### src/shared/host_port_pkg.sv
// Constants, register map and state type of the host bus register and burst port.
// Behaviour
// RULE_01: Host opens a register access with address, direction line and start strobe.
// RULE_02: Write data replaces address by the first or the acknowledge falling edge.
// RULE_03: Start, direction and acknowledge are sampled; acknowledge low means start ignored.
// RULE_04: Host sets direction one for read, zero for write, acknowledge high.
// RULE_05: After start the control buffer direction turns so the port drives control lines.
// RULE_06: Any number of wait states may pass before the acknowledge cycle.
// RULE_07: Register read drives data, acknowledge low and result code zero.
// RULE_08: Register write acknowledges when ready; second variant captures data then.
// RULE_09: Host keeps write data on the bus until the acknowledge cycle ends.
// RULE_10: Transfer request output is low while the coded-data path can move data.
// RULE_11: Burst-master select low at start picks the coded-data FIFO, address ignored.
// RULE_12: In bursts the controller drives acknowledge low, and result lines on variant one.
// RULE_13: Data buffer direction follows the decoded cycle type table.
// RULE_14: As burst data source the port drives data after start until acknowledge.
// RULE_15: Controller selects burst mode only when the coded-data path is ready.
// RULE_16: Transfer request asserts by the threshold that the request mask selects.
// RULE_17: In decompression the request asserts while the FIFO is under a quarter.
// RULE_18: Controller sets direction, start and master select before the sampling edge.
// RULE_19: Transfer request is released once a start cycle is recognised.
// RULE_20: In a burst write the bus word enters the FIFO when acknowledge is low.
// RULE_21: Master select may stay low; raising it ends the burst after the current word.
// RULE_22: Controller keeps data and control lines valid until each data cycle ends.
// RULE_23: On variant one the master select is held high during decompression.
// RULE_24: Variant one sets the bus error flag if a burst result line is one.
// RULE_25: Every register except the coded-data port takes exactly one wait state.
package host_port_pkg;

  // ----------------------------------------------------------------
  // Register map
  // ----------------------------------------------------------------
  localparam logic [11:0] CTRL_OFFSET = 12'h000;
  localparam logic [11:0] STATUS_OFFSET = 12'h004;
  localparam logic [31:0] CTRL_RESET = 32'h0000_0000;
  localparam int CTRL_VARIANT_BIT = 0;
  localparam int CTRL_DECOMP_BIT = 1;
  localparam int CTRL_REQSEL_LSB = 2;
  localparam int STAT_ERR_BIT = 0;
  localparam int STAT_BUSY_BIT = 1;
  localparam int STAT_LEVEL_LSB = 8;

  // ----------------------------------------------------------------
  // Host bus layout
  // ----------------------------------------------------------------
  localparam int ACK_IDX = 2;
  localparam int DIR_IDX = 1;
  localparam int CODED_SEL_BIT = 15;
  localparam int BANK_IDX_LSB = 2;
  localparam logic [1:0] RESULT_OK = 2'h0;
  localparam logic [2:0] TC_WAIT_V1 = 3'h4;
  localparam logic [2:0] TC_ACK = 3'h0;

  typedef enum logic [1:0] {st_idle, st_reg_wait, st_reg_ack, st_burst} port_state_e;

endpackage

### src/logic/host_bus_register_and_burst_port.sv
// Host bus port: register transactions, coded-data bursts and an APB control slave.
`timescale 1ns/1ps
`default_nettype none
module host_bus_register_and_burst_port #(
  parameter int DEPTH = 16,
  parameter int BANK_WORDS = 8
) (
  input wire logic pclk,
  input wire logic presetn,
  input wire logic psel,
  input wire logic penable,
  input wire logic pwrite,
  input wire logic [11:0] paddr,
  input wire logic [31:0] pwdata,
  output logic [31:0] prdata,
  output logic pready,
  output logic pslverr,
  input wire logic start_n,
  input wire logic burst_master_select_n,
  input wire logic [31:0] host_data_address_bus_in,
  output logic [31:0] host_data_address_bus_out,
  output logic host_data_address_bus_oe,
  input wire logic [2:0] transfer_control_lines_in,
  output logic [2:0] transfer_control_lines_out,
  output logic transfer_control_lines_oe,
  output logic control_buffer_direction,
  output logic data_buffer_direction,
  output logic transfer_request_n,
  input wire logic core_push,
  input wire logic [31:0] core_push_data,
  input wire logic core_pop,
  output logic [31:0] core_pop_data,
  output logic core_pop_valid,
  output logic core_fifo_full,
  output logic core_fifo_empty
);
  localparam int LW = $clog2(DEPTH) + 1;
  localparam int BW = $clog2(BANK_WORDS);

  // ----------------------------------------------------------------
  // Declarations
  // ----------------------------------------------------------------
  host_port_pkg::port_state_e state_reg, state_next;
  logic [31:0] ctrl_reg;
  logic bus_error_reg, bus_error_next;
  logic txn_out_reg, txn_out_next;
  logic txn_coded_reg, txn_coded_next;
  logic [BW-1:0] txn_index_reg, txn_index_next;
  logic [31:0] wdata_reg;
  logic first_wait_reg;
  logic [31:0] rd_word_reg, rd_word_next;
  logic [31:0] fifo_head, bank_rdata, push_word, status_word, prdata_next;
  logic [LW-1:0] fifo_level, req_threshold;
  logic fifo_full, fifo_empty, fifo_push, fifo_pop;
  logic ack_in, dir_in, accept, variant_two, decomp;
  logic coded_ready, reg_ready, burst_done, host_push, host_pop, bank_we;
  logic req_ready, bus_oe_next, tc_oe_next, dbd_next, treq_n_next;
  logic [31:0] bus_out_next;
  logic [2:0] tc_out_next;
  logic apb_access, apb_first, apb_commit, hit_ctrl, hit_stat, err_clear, err_set;

  // ----------------------------------------------------------------
  // Start cycle decode
  // ----------------------------------------------------------------
  // The host bus shares pclk, so its pins are read without synchronisers.
  assign ack_in = transfer_control_lines_in[host_port_pkg::ACK_IDX];
  assign dir_in = transfer_control_lines_in[host_port_pkg::DIR_IDX];
  assign variant_two = ctrl_reg[host_port_pkg::CTRL_VARIANT_BIT];
  assign decomp = ctrl_reg[host_port_pkg::CTRL_DECOMP_BIT];
  assign accept = (state_reg == host_port_pkg::st_idle) & ~start_n & ack_in; // RULE_03
  // The port drives data for a normal read or a burst read; the direction line flips sense.
  assign txn_out_next = accept ? ~(dir_in ^ burst_master_select_n) : txn_out_reg; // RULE_13
  assign txn_coded_next = accept ?
    (~burst_master_select_n | ~host_data_address_bus_in[host_port_pkg::CODED_SEL_BIT]) :
    txn_coded_reg; // RULE_11
  assign txn_index_next = accept ?
    host_data_address_bus_in[host_port_pkg::BANK_IDX_LSB +: BW] : txn_index_reg;

  // ----------------------------------------------------------------
  // Readiness of the data paths
  // ----------------------------------------------------------------
  // A coded-data access in the wrong mode never becomes ready, so it is never
  // acknowledged and the bus stays locked until reset or an APB write changes the mode; that is the intended hazard.
  assign coded_ready = txn_out_reg ? (~decomp & ~fifo_empty) : (decomp & ~fifo_full);
  assign reg_ready = ~txn_coded_reg | coded_ready; // RULE_25
  assign burst_done = (state_reg == host_port_pkg::st_burst) & ~ack_in;
  assign host_pop = ~decomp & txn_out_reg & txn_coded_reg &
    (((state_reg == host_port_pkg::st_reg_wait) & coded_ready) | burst_done);
  assign host_push = decomp & ~fifo_full & ~txn_out_reg & txn_coded_reg &
    ((state_reg == host_port_pkg::st_reg_ack) | burst_done); // RULE_20
  // Variant one took the data in the first wait cycle, variant two takes it now.
  assign push_word = (state_reg == host_port_pkg::st_reg_ack && !variant_two) ?
    wdata_reg : host_data_address_bus_in; // RULE_08
  assign bank_we = (state_reg == host_port_pkg::st_reg_ack) & ~txn_coded_reg & ~txn_out_reg;
  assign fifo_push = decomp ? host_push : (core_push & ~fifo_full);
  assign fifo_pop = decomp ? (core_pop & ~fifo_empty) : host_pop;

  // ----------------------------------------------------------------
  // Transaction sequencer
  // ----------------------------------------------------------------
  // Waits last as long as the data path needs; the host may not count on a figure.
  always_comb begin
    state_next = state_reg;
    unique case (state_reg)
      host_port_pkg::st_idle: begin
        if (accept) begin
          state_next = burst_master_select_n ? host_port_pkg::st_reg_wait :
            host_port_pkg::st_burst;
        end
      end
      host_port_pkg::st_reg_wait: begin
        if (reg_ready) begin
          state_next = host_port_pkg::st_reg_ack; // RULE_06
        end
      end
      host_port_pkg::st_reg_ack: begin
        state_next = host_port_pkg::st_idle;
      end
      host_port_pkg::st_burst: begin
        if (!ack_in) begin
          state_next = host_port_pkg::st_idle; // RULE_21
        end
      end
    endcase
  end

  // Read data for the acknowledge cycle comes from the FIFO head or the bank.
  assign rd_word_next = (state_reg == host_port_pkg::st_reg_wait && reg_ready) ?
    (txn_coded_reg ? fifo_head : bank_rdata) : rd_word_reg;

  always_ff @(posedge pclk or negedge presetn) begin
    if (!presetn) begin
      state_reg <= host_port_pkg::st_idle;
      txn_out_reg <= 1'b0;
      txn_coded_reg <= 1'b0;
      txn_index_reg <= '0;
      first_wait_reg <= 1'b0;
      wdata_reg <= '0;
      rd_word_reg <= '0;
    end else begin
      state_reg <= state_next;
      txn_out_reg <= txn_out_next;
      txn_coded_reg <= txn_coded_next;
      txn_index_reg <= txn_index_next;
      first_wait_reg <= accept;
      rd_word_reg <= rd_word_next;
      if (first_wait_reg) begin
        wdata_reg <= host_data_address_bus_in;
      end
    end
  end

  // ----------------------------------------------------------------
  // Pin outputs
  // ----------------------------------------------------------------
  // Variant one drives the control lines from the wait state on, variant two only
  // in the acknowledge cycle; the control buffer direction is the inverse enable.
  assign tc_oe_next = (state_next == host_port_pkg::st_reg_ack) |
    ((state_next == host_port_pkg::st_reg_wait) & ~variant_two); // RULE_05
  assign tc_out_next = (state_next == host_port_pkg::st_reg_ack) ?
    host_port_pkg::TC_ACK : host_port_pkg::TC_WAIT_V1; // RULE_07
  assign bus_oe_next = txn_out_next & ((state_next == host_port_pkg::st_reg_ack) |
    (state_next == host_port_pkg::st_burst)); // RULE_14
  assign bus_out_next = (state_next == host_port_pkg::st_burst) ? fifo_head : rd_word_next;
  assign dbd_next = (state_next == host_port_pkg::st_idle) | ~txn_out_next; // RULE_13

  // Thresholds follow the request mask; decompression wants room, compression data.
  always_comb begin
    unique case (ctrl_reg[host_port_pkg::CTRL_REQSEL_LSB +: 2])
      2'h0: req_threshold = LW'(DEPTH / 4); // RULE_17
      2'h1: req_threshold = LW'(DEPTH / 2);
      2'h2: req_threshold = LW'((3 * DEPTH) / 4);
      2'h3: req_threshold = LW'(1);
    endcase
  end
  assign req_ready = decomp ? (fifo_level < req_threshold) :
    (fifo_level >= req_threshold); // RULE_16
  // The request drops as soon as a start is taken and stays off for the whole word.
  assign treq_n_next = ~(req_ready & (state_reg == host_port_pkg::st_idle) &
    (state_next == host_port_pkg::st_idle)); // RULE_19

  always_ff @(posedge pclk or negedge presetn) begin
    if (!presetn) begin
      host_data_address_bus_out <= '0;
      host_data_address_bus_oe <= 1'b0;
      transfer_control_lines_out <= host_port_pkg::TC_WAIT_V1;
      transfer_control_lines_oe <= 1'b0;
      control_buffer_direction <= 1'b1;
      data_buffer_direction <= 1'b1;
      transfer_request_n <= 1'b1;
    end else begin
      host_data_address_bus_out <= bus_out_next;
      host_data_address_bus_oe <= bus_oe_next;
      transfer_control_lines_out <= tc_out_next;
      transfer_control_lines_oe <= tc_oe_next;
      control_buffer_direction <= ~tc_oe_next;
      data_buffer_direction <= dbd_next;
      transfer_request_n <= treq_n_next; // RULE_10
    end
  end

  // ----------------------------------------------------------------
  // Storage
  // ----------------------------------------------------------------
  coded_data_fifo #(.WIDTH(32), .DEPTH(DEPTH)) u_fifo (
    .pclk(pclk),
    .presetn(presetn),
    .push(fifo_push),
    .push_data(decomp ? push_word : core_push_data),
    .pop(fifo_pop),
    .head(fifo_head),
    .level(fifo_level),
    .full_reg(fifo_full),
    .empty_reg(fifo_empty)
  );

  host_register_bank #(.WORDS(BANK_WORDS), .WIDTH(32)) u_bank (
    .pclk(pclk),
    .presetn(presetn),
    .we(bank_we),
    .index(txn_index_reg),
    .wdata(push_word),
    .rdata(bank_rdata)
  );

  // Core side of the FIFO; the core must watch the flags before it pushes or pops.
  always_ff @(posedge pclk or negedge presetn) begin
    if (!presetn) begin
      core_pop_data <= '0;
      core_pop_valid <= 1'b0;
      core_fifo_full <= 1'b0;
      core_fifo_empty <= 1'b1;
    end else begin
      core_pop_valid <= decomp & fifo_pop;
      if (decomp && fifo_pop) begin
        core_pop_data <= fifo_head;
      end
      core_fifo_full <= fifo_full;
      core_fifo_empty <= fifo_empty;
    end
  end

  // ----------------------------------------------------------------
  // APB slave and bus error flag
  // ----------------------------------------------------------------
  // One wait state on every access keeps prdata a plain flip-flop.
  assign apb_access = psel & penable;
  assign apb_first = apb_access & ~pready;
  assign apb_commit = apb_access & pready & ~pslverr;
  assign hit_ctrl = (paddr == host_port_pkg::CTRL_OFFSET);
  assign hit_stat = (paddr == host_port_pkg::STATUS_OFFSET);
  assign status_word = {{(32 - host_port_pkg::STAT_LEVEL_LSB - LW){1'b0}}, fifo_level,
    6'h00, (state_reg != host_port_pkg::st_idle), bus_error_reg};
  assign prdata_next = ~apb_first ? prdata : hit_ctrl ? ctrl_reg :
    hit_stat ? status_word : 32'h0000_0000;
  assign err_set = burst_done & ~variant_two &
    (transfer_control_lines_in[1:0] != host_port_pkg::RESULT_OK); // RULE_24
  assign err_clear = apb_commit & pwrite & hit_stat & pwdata[host_port_pkg::STAT_ERR_BIT];
  // A new error in the clearing cycle survives the clear.
  assign bus_error_next = err_set | (bus_error_reg & ~err_clear);

  always_ff @(posedge pclk or negedge presetn) begin
    if (!presetn) begin
      ctrl_reg <= host_port_pkg::CTRL_RESET;
      bus_error_reg <= 1'b0;
      prdata <= '0;
      pready <= 1'b0;
      pslverr <= 1'b0;
    end else begin
      bus_error_reg <= bus_error_next;
      prdata <= prdata_next;
      pready <= apb_first;
      pslverr <= apb_first & ~(hit_ctrl | hit_stat);
      if (apb_commit && pwrite && hit_ctrl) begin
        ctrl_reg <= {28'h000_0000, pwdata[3:0]};
      end
    end
  end
endmodule
`default_nettype wire

### src/logic/coded_data_fifo.sv
// Coded-data FIFO held in flip-flops with registered full and empty flags.
`timescale 1ns/1ps
`default_nettype none
module coded_data_fifo #(
  parameter int WIDTH = 32,
  parameter int DEPTH = 16
) (
  input wire logic pclk,
  input wire logic presetn,
  input wire logic push,
  input wire logic [WIDTH-1:0] push_data,
  input wire logic pop,
  output logic [WIDTH-1:0] head,
  output logic [$clog2(DEPTH):0] level,
  output logic full_reg,
  output logic empty_reg
);
  localparam int AW = $clog2(DEPTH);
  localparam int LW = AW + 1;

  logic [WIDTH-1:0] mem_reg [DEPTH];
  logic [AW-1:0] wr_ptr_reg;
  logic [AW-1:0] rd_ptr_reg;
  logic [LW-1:0] level_next;
  logic do_push;
  logic do_pop;

  // Callers are expected to respect the flags; these guards only keep pointers sane.
  assign do_push = push & ~full_reg;
  assign do_pop = pop & ~empty_reg;
  assign head = mem_reg[rd_ptr_reg];
  assign level_next = level + LW'(do_push) - LW'(do_pop);

  // One storage word per entry, written only at the write pointer.
  for (genvar i = 0; i < DEPTH; i++) begin : g_entry
    always_ff @(posedge pclk or negedge presetn) begin
      if (!presetn) begin
        mem_reg[i] <= '0;
      end else if (do_push && wr_ptr_reg == AW'(i)) begin
        mem_reg[i] <= push_data;
      end
    end
  end

  // Pointers wrap at the depth, so a depth that is not a power of two also works.
  always_ff @(posedge pclk or negedge presetn) begin
    if (!presetn) begin
      wr_ptr_reg <= '0;
      rd_ptr_reg <= '0;
      level <= '0;
      full_reg <= 1'b0;
      empty_reg <= 1'b1;
    end else begin
      if (do_push) begin
        wr_ptr_reg <= (wr_ptr_reg == AW'(DEPTH - 1)) ? '0 : wr_ptr_reg + 1'b1;
      end
      if (do_pop) begin
        rd_ptr_reg <= (rd_ptr_reg == AW'(DEPTH - 1)) ? '0 : rd_ptr_reg + 1'b1;
      end
      level <= level_next;
      full_reg <= (level_next == LW'(DEPTH));
      empty_reg <= (level_next == '0);
    end
  end
endmodule
`default_nettype wire

### src/logic/host_register_bank.sv
// Bank of general host-visible registers reached by register transactions.
`timescale 1ns/1ps
`default_nettype none
module host_register_bank #(
  parameter int WORDS = 8,
  parameter int WIDTH = 32
) (
  input wire logic pclk,
  input wire logic presetn,
  input wire logic we,
  input wire logic [$clog2(WORDS)-1:0] index,
  input wire logic [WIDTH-1:0] wdata,
  output logic [WIDTH-1:0] rdata
);
  logic [WIDTH-1:0] word_reg [WORDS];

  assign rdata = word_reg[index];

  // Each word loads only when its own index is selected.
  for (genvar i = 0; i < WORDS; i++) begin : g_word
    always_ff @(posedge pclk or negedge presetn) begin
      if (!presetn) begin
        word_reg[i] <= '0;
      end else if (we && index == ($clog2(WORDS))'(i)) begin
        word_reg[i] <= wdata;
      end
    end
  end
endmodule
`default_nettype wire

### config.mk
export PLATFORM = sky130hd
export DESIGN_NAME = host_bus_register_and_burst_port
export DESIGN_NICKNAME = d
export VERILOG_FILES = /design/src/shared/host_port_pkg.sv /design/src/logic/host_bus_register_and_burst_port.sv /design/src/logic/coded_data_fifo.sv /design/src/logic/host_register_bank.sv
export SDC_FILE = /design/constraint.sdc
export NUM_CORES = 2
export LEC_CHECK = 0
export ABC_AREA = 1
export BUFFER_PORTS_ARGS = -buffer_cell sky130_fd_sc_hd__buf_2
export CAP_MARGIN = 20
export CELL_PAD_IN_SITES_DETAIL_PLACEMENT = 0
export CELL_PAD_IN_SITES_GLOBAL_PLACEMENT = 1
export CORE_ASPECT_RATIO = 0.5
export CORE_MARGIN = 2
export CORE_UTILIZATION = 50
export DETAILED_ROUTE_END_ITERATION = 6
export PLACE_DENSITY_LB_ADDON = 0.1
export RECOVER_POWER = 100
export SETUP_SLACK_MARGIN = 0.4
export SLEW_MARGIN = 20
export SYNTH_ARGS = -nofsm -noshare
export SYNTH_HDL_FRONTEND = slang
export SYNTH_HIERARCHICAL = 1
export SYNTH_SLANG_ARGS = --single-unit
### constraint.sdc
create_clock -name pclk -period 9.7 [get_ports pclk]
set_input_delay 0.97 -clock pclk [delete_from_list [all_inputs] [get_ports pclk]]
set_output_delay 0.97 -clock pclk [all_outputs]
set_load 0.02 [all_outputs]
==> Implementation_results.wiki <==
{| class="wikitable"
! Metric !! Value
|-
| Post-route clock period utilization || between 60% and 70%
|-
| Total track usage || between 20 and 30%
|-
| Vias in the first global route || between 30000 and 40000
|-
| Unrepaired setup endpoints after global routing || false
|-
| Launch point of the worst hold path || u_fifo/empty_reg$_DFF_PN1_
|-
| Finished Cell Area || 0.0495 sq mm
|-
| Gate count after technology mapping || approximately 6000
|-
| Global-route wire length before repair || 212 mm
|-
| Setup-violating endpoint count in the final report || 0
|-
| Setup skew after layout || about 0.035 ns
|-
| Proportion of synthesized flip-flops having asynchronous set or reset || 100%
|-
| Drt initial violations || 3903
|-
| Power density over the cells || around 350 mW/mm^2
|-
| Fraction of power spent switching nets || between 40 and 50%
|-
| Relative slew slack || -228%
|-
| End point of the most critical hold path || core_fifo_empty$_DFF_PN1_
|-
| Internal power contribution || 0.00982 W
|-
| Vias per std cell || between 5 and 6
|-
| Shortest period the worst path allows || between 6 and 7 ns
|-
| DRC viols || 0
|-
| First-pass iteration count of the detailed router || 6
|-
| Pin count of the biggest net entering global routing || 170
|-
| Fraction of power consumed by the clock network || 21.4%
|-
| Kind of launch point of the worst setup path || flop
|-
| Die Wd || ~430 um
|-
| Antenna Nets Post-Route || 0
|-
| Number of synthesized flops with an enable pin || 0
|-
| Synthesized area per cell || between 7 and 8 sq um
|-
| Standard cell area after detailed placement || 0.0468 sq mm
|-
| Overflow after GRT || 0
|-
| Number of buffers added by the clock tree synthesis step || 88
|-
| Setup crit end kind || flop
|-
| Arrival time of data at the critical path endpoint || 6.91 ns
|-
| Failing checks || max-capacitance violations, max-slew violations
|-
| Die Area || ~0.095 sq mm
|-
| Number of violations of the max-capacitance limit || 23
|-
| Leakage power of the design || 25.7 nW
|-
| Number of hold violations in the final report || 0
|-
| Synth warnings || 6
|-
| Net count of the finished layout || a little over 6000
|-
| Placeable core region || 0.0910 sq mm
|-
| Post-detailed-route wirelength per cell || roughly 19 um
|-
| Effective utilization at floorplan || between 50% and 60%
|-
| Tightest Pin Transition || roughly 4.9 ns
|-
| Final-layout fill cell count || about 8700
|-
| Clock sink count || 944
|-
| Hold buffers post-CTS || 0
|-
| Reg-to-Reg Start || txn_coded_reg$_DFFE_PN0N_
|-
| Largest register FFs || 512
|-
| Max Buffers Root-to-Sink || 3
|-
| Worst VDD drop || roughly 0.0002 V
|-
| Minimum setup slack in the final design || 3.32 ns
|-
| Latest clock arrival within the worst-skew pair || around 0.7 ns
|-
| Maximum clock frequency || about 160 MHz
|-
| Buffer cell driving the clock tree root || clkbuf_16
|-
| Most instantiated flip-flop cell in the synthesis netlist || dfrtp_1
|-
| Layout Area Growth over Synthesis || 7.55%
|-
| Total length of routed wires || around 140 mm
|-
| End of the worst register-to-register path || u_fifo/mem_reg[41]$_DFFE_PN0P_
|-
| Instance count along the most critical hold path || 0
|-
| Fraction of the mapped netlist area in compound gates || between 10% and 20%
|-
| Seq cells post-synth || 944
|-
| Register clock-pin slew on the reported worst setup and hold paths || 0.07 ns
|-
| Adder-cell share of the synthesized area || 0.478%
|-
| Sequential element share of the synthesized area || approximately half
|-
| Multiplexer share of the synthesized area || 0%
|-
| Main combinational cell family by area after synthesis || simple AND/OR/NAND/NOR gates
|-
| Cells on worst reg2reg path || 8
|-
| Sum of negative setup slack || 0 ns
|-
| Cells resized by post-CTS repair || 0
|-
| Number of antenna violations at the first check in global routing || 12
|-
| Height of the chip || approximately 220 um
|-
| Number of core rows || a little under 80
|-
| Post-Synthesis Cell Area || roughly 0.046 sq mm
|-
| Final slew viol count || 1285
|-
| Fraction of final layout cells sized beyond drive strength 1 || 5.78%
|-
| Clock tree from TritonCTS || built
|-
| Launching element of the worst setup path || txn_coded_reg$_DFFE_PN0N_
|-
| Sequential share of power || 36.2%
|-
| Count of boundary I/O pins || between 200 and 250
|-
| Post-CTS Repair Setup Buffers || 0
|-
| Status || finished with violations
|-
| Cell variety after synth || 44
|-
| Worst min-delay path category || reg -> reg
|-
| Synthesized-area fraction occupied by xor and xnor cells || less than 1%
|-
| CTS H-Tree Depth || 3
|-
| Biggest fanout along the worst timing path || 70
|-
| Overall via count from detail_route || 38181
|-
| Combinational fraction of design power || between 40% and 50%
|-
| Simple-gate portion of the synthesized area || a little over a quarter
|-
| Reg-to-reg setup timing slack || between 3 and 4 ns
|-
| Count of input and output buffers || approximately 180
|-
| Routability congestion estimate || 0.886
|-
| Detail Placement HPWL || around 80 mm
|-
| Switching power total || ~0.0075 W
|-
| Power Total || between 0.015 and 0.02 W
|-
| Worst-case setup slack after placement || 5.49 ns
|-
| Required time of the worst setup path || approximately 10 ns
|-
| Critical path start-end classification || reg -> reg
|}
[stage by stage]
stage                     hold WS [ns]  instances  util [%]
final                            0.450       7288      54.4
after global routing             0.465       7285      54.4
after floorplan                  0.368       6066         -
after global placement           0.404       7118      51.5
after CTS                        0.270       7277      54.8
after detailed placement         0.399       7118      51.5
[logic make-up (layout without fill, tap and decap cells)]
kind of cell | Yosys count | after routing
XOR/XNOR | 8 | 8
buffers and inverters | 1098 | 1069
flip-flops | 944 | 944
AO/OA/AOI/OAI | 916 | 916
other | 1 | 36
AND/OR/NAND/NOR | 3058 | 3058
adder cells (fa/ha/maj) | 17 | 17
[cells in the final DEF, fill, tap and decap left out, drive strengths merged, types with 6 or more instances in the layout]
cell	synthesis	final
nand2	2410	2410
nor2	79	79
diode	0	11
nand3	518	518
dfstp	6	6
buf	266	128
clkinv	2	24
conb	1	25
and2	33	33
dfrtp	938	938
a21oi	37	37
bufinv	0	9
nand4	9	9
o21ai	876	876
clkbuf	148	224
inv	682	682
ha	16	16
[worst max-delay path, cell delays in order (launching register included)]
cell and delay (ns):
dfrtp_2 0.33, clkbuf_1 2.05, inv_1 0.09, o31ai_1 0.33, inv_1 0.07, nor2_1 1.12
nand4_4 0.11, clkbuf_1 1.42, o21ai_0 0.68
[synth_stat cells, types with 3 or more instances]
cell type,count,area (sq um)
nand2_1,2394,8990
dfrtp_1,938,23500
inv_1,671,2520
o21ai_0,622,3110
nand3_1,512,2560
o21ai_1,201,1010
buf_2,151,756
clkbuf_1,125,469
nor2_1,62,233
o21ai_2,53,464
buf_4,52,390
a21oi_1,37,185
and2_1,33,206
buf_6,33,372
buf_1,30,113
clkbuf_2,21,105
ha_1,16,200
nor2_4,13,146
inv_2,10,37.5
nand2_2,8,50.1
nand2_4,8,90.1
nand4_1,7,43.8
dfstp_2,6,158
nand3_2,4,40.0
xnor2_1,4,35.0
xor2_1,4,35.0
nor2_2,3,18.8
[metal layers]
metal  GRT usage (%)  wire length [um]
met5               0                 0
met4            7.69              3340
met3            6.06              9910
met2            45.0             60300
met1            42.1             63100
[worst max path at each step]
stage                                                   end
floorplan                        u_fifo/empty_reg$_DFF_PN1_
global placement                  u_fifo/full_reg$_DFF_PN0_
detailed placement               u_fifo/empty_reg$_DFF_PN1_
CTS                 host_data_address_bus_out[23]$_DFF_PN0_
global route                 u_fifo/mem_reg[60]$_DFFE_PN0P_
finish                       u_fifo/mem_reg[41]$_DFFE_PN0P_
[power groups by stage]
stage,logic [W],clock network (W),registers [W]
2_1_floorplan,0.00529,0,0.00613
3_3_place_gp,0.00715,0,0.00626
3_5_place_dp,0.00727,0,0.00631
4_1_cts,0.00732,0.00379,0.00625
5_1_grt,0.00833,0.00395,0.00643
6_report,0.00731,0.00371,0.00626
[area by class of cell]
type	count	area (sq um)	share of cell area, %
well taps	1240	1550	3.13
inverters	684	2590	5.23
flip-flops and latches	944	23600	47.7
clock buffers	126	2640	5.33
multi-input cells	4024	17500	35.4
clock inverters	33	407	0.821
diodes	11	27.5	0.0556
repair buffers	226	1150	2.33
Note: power is estimated with default switching activity, not from simulation.
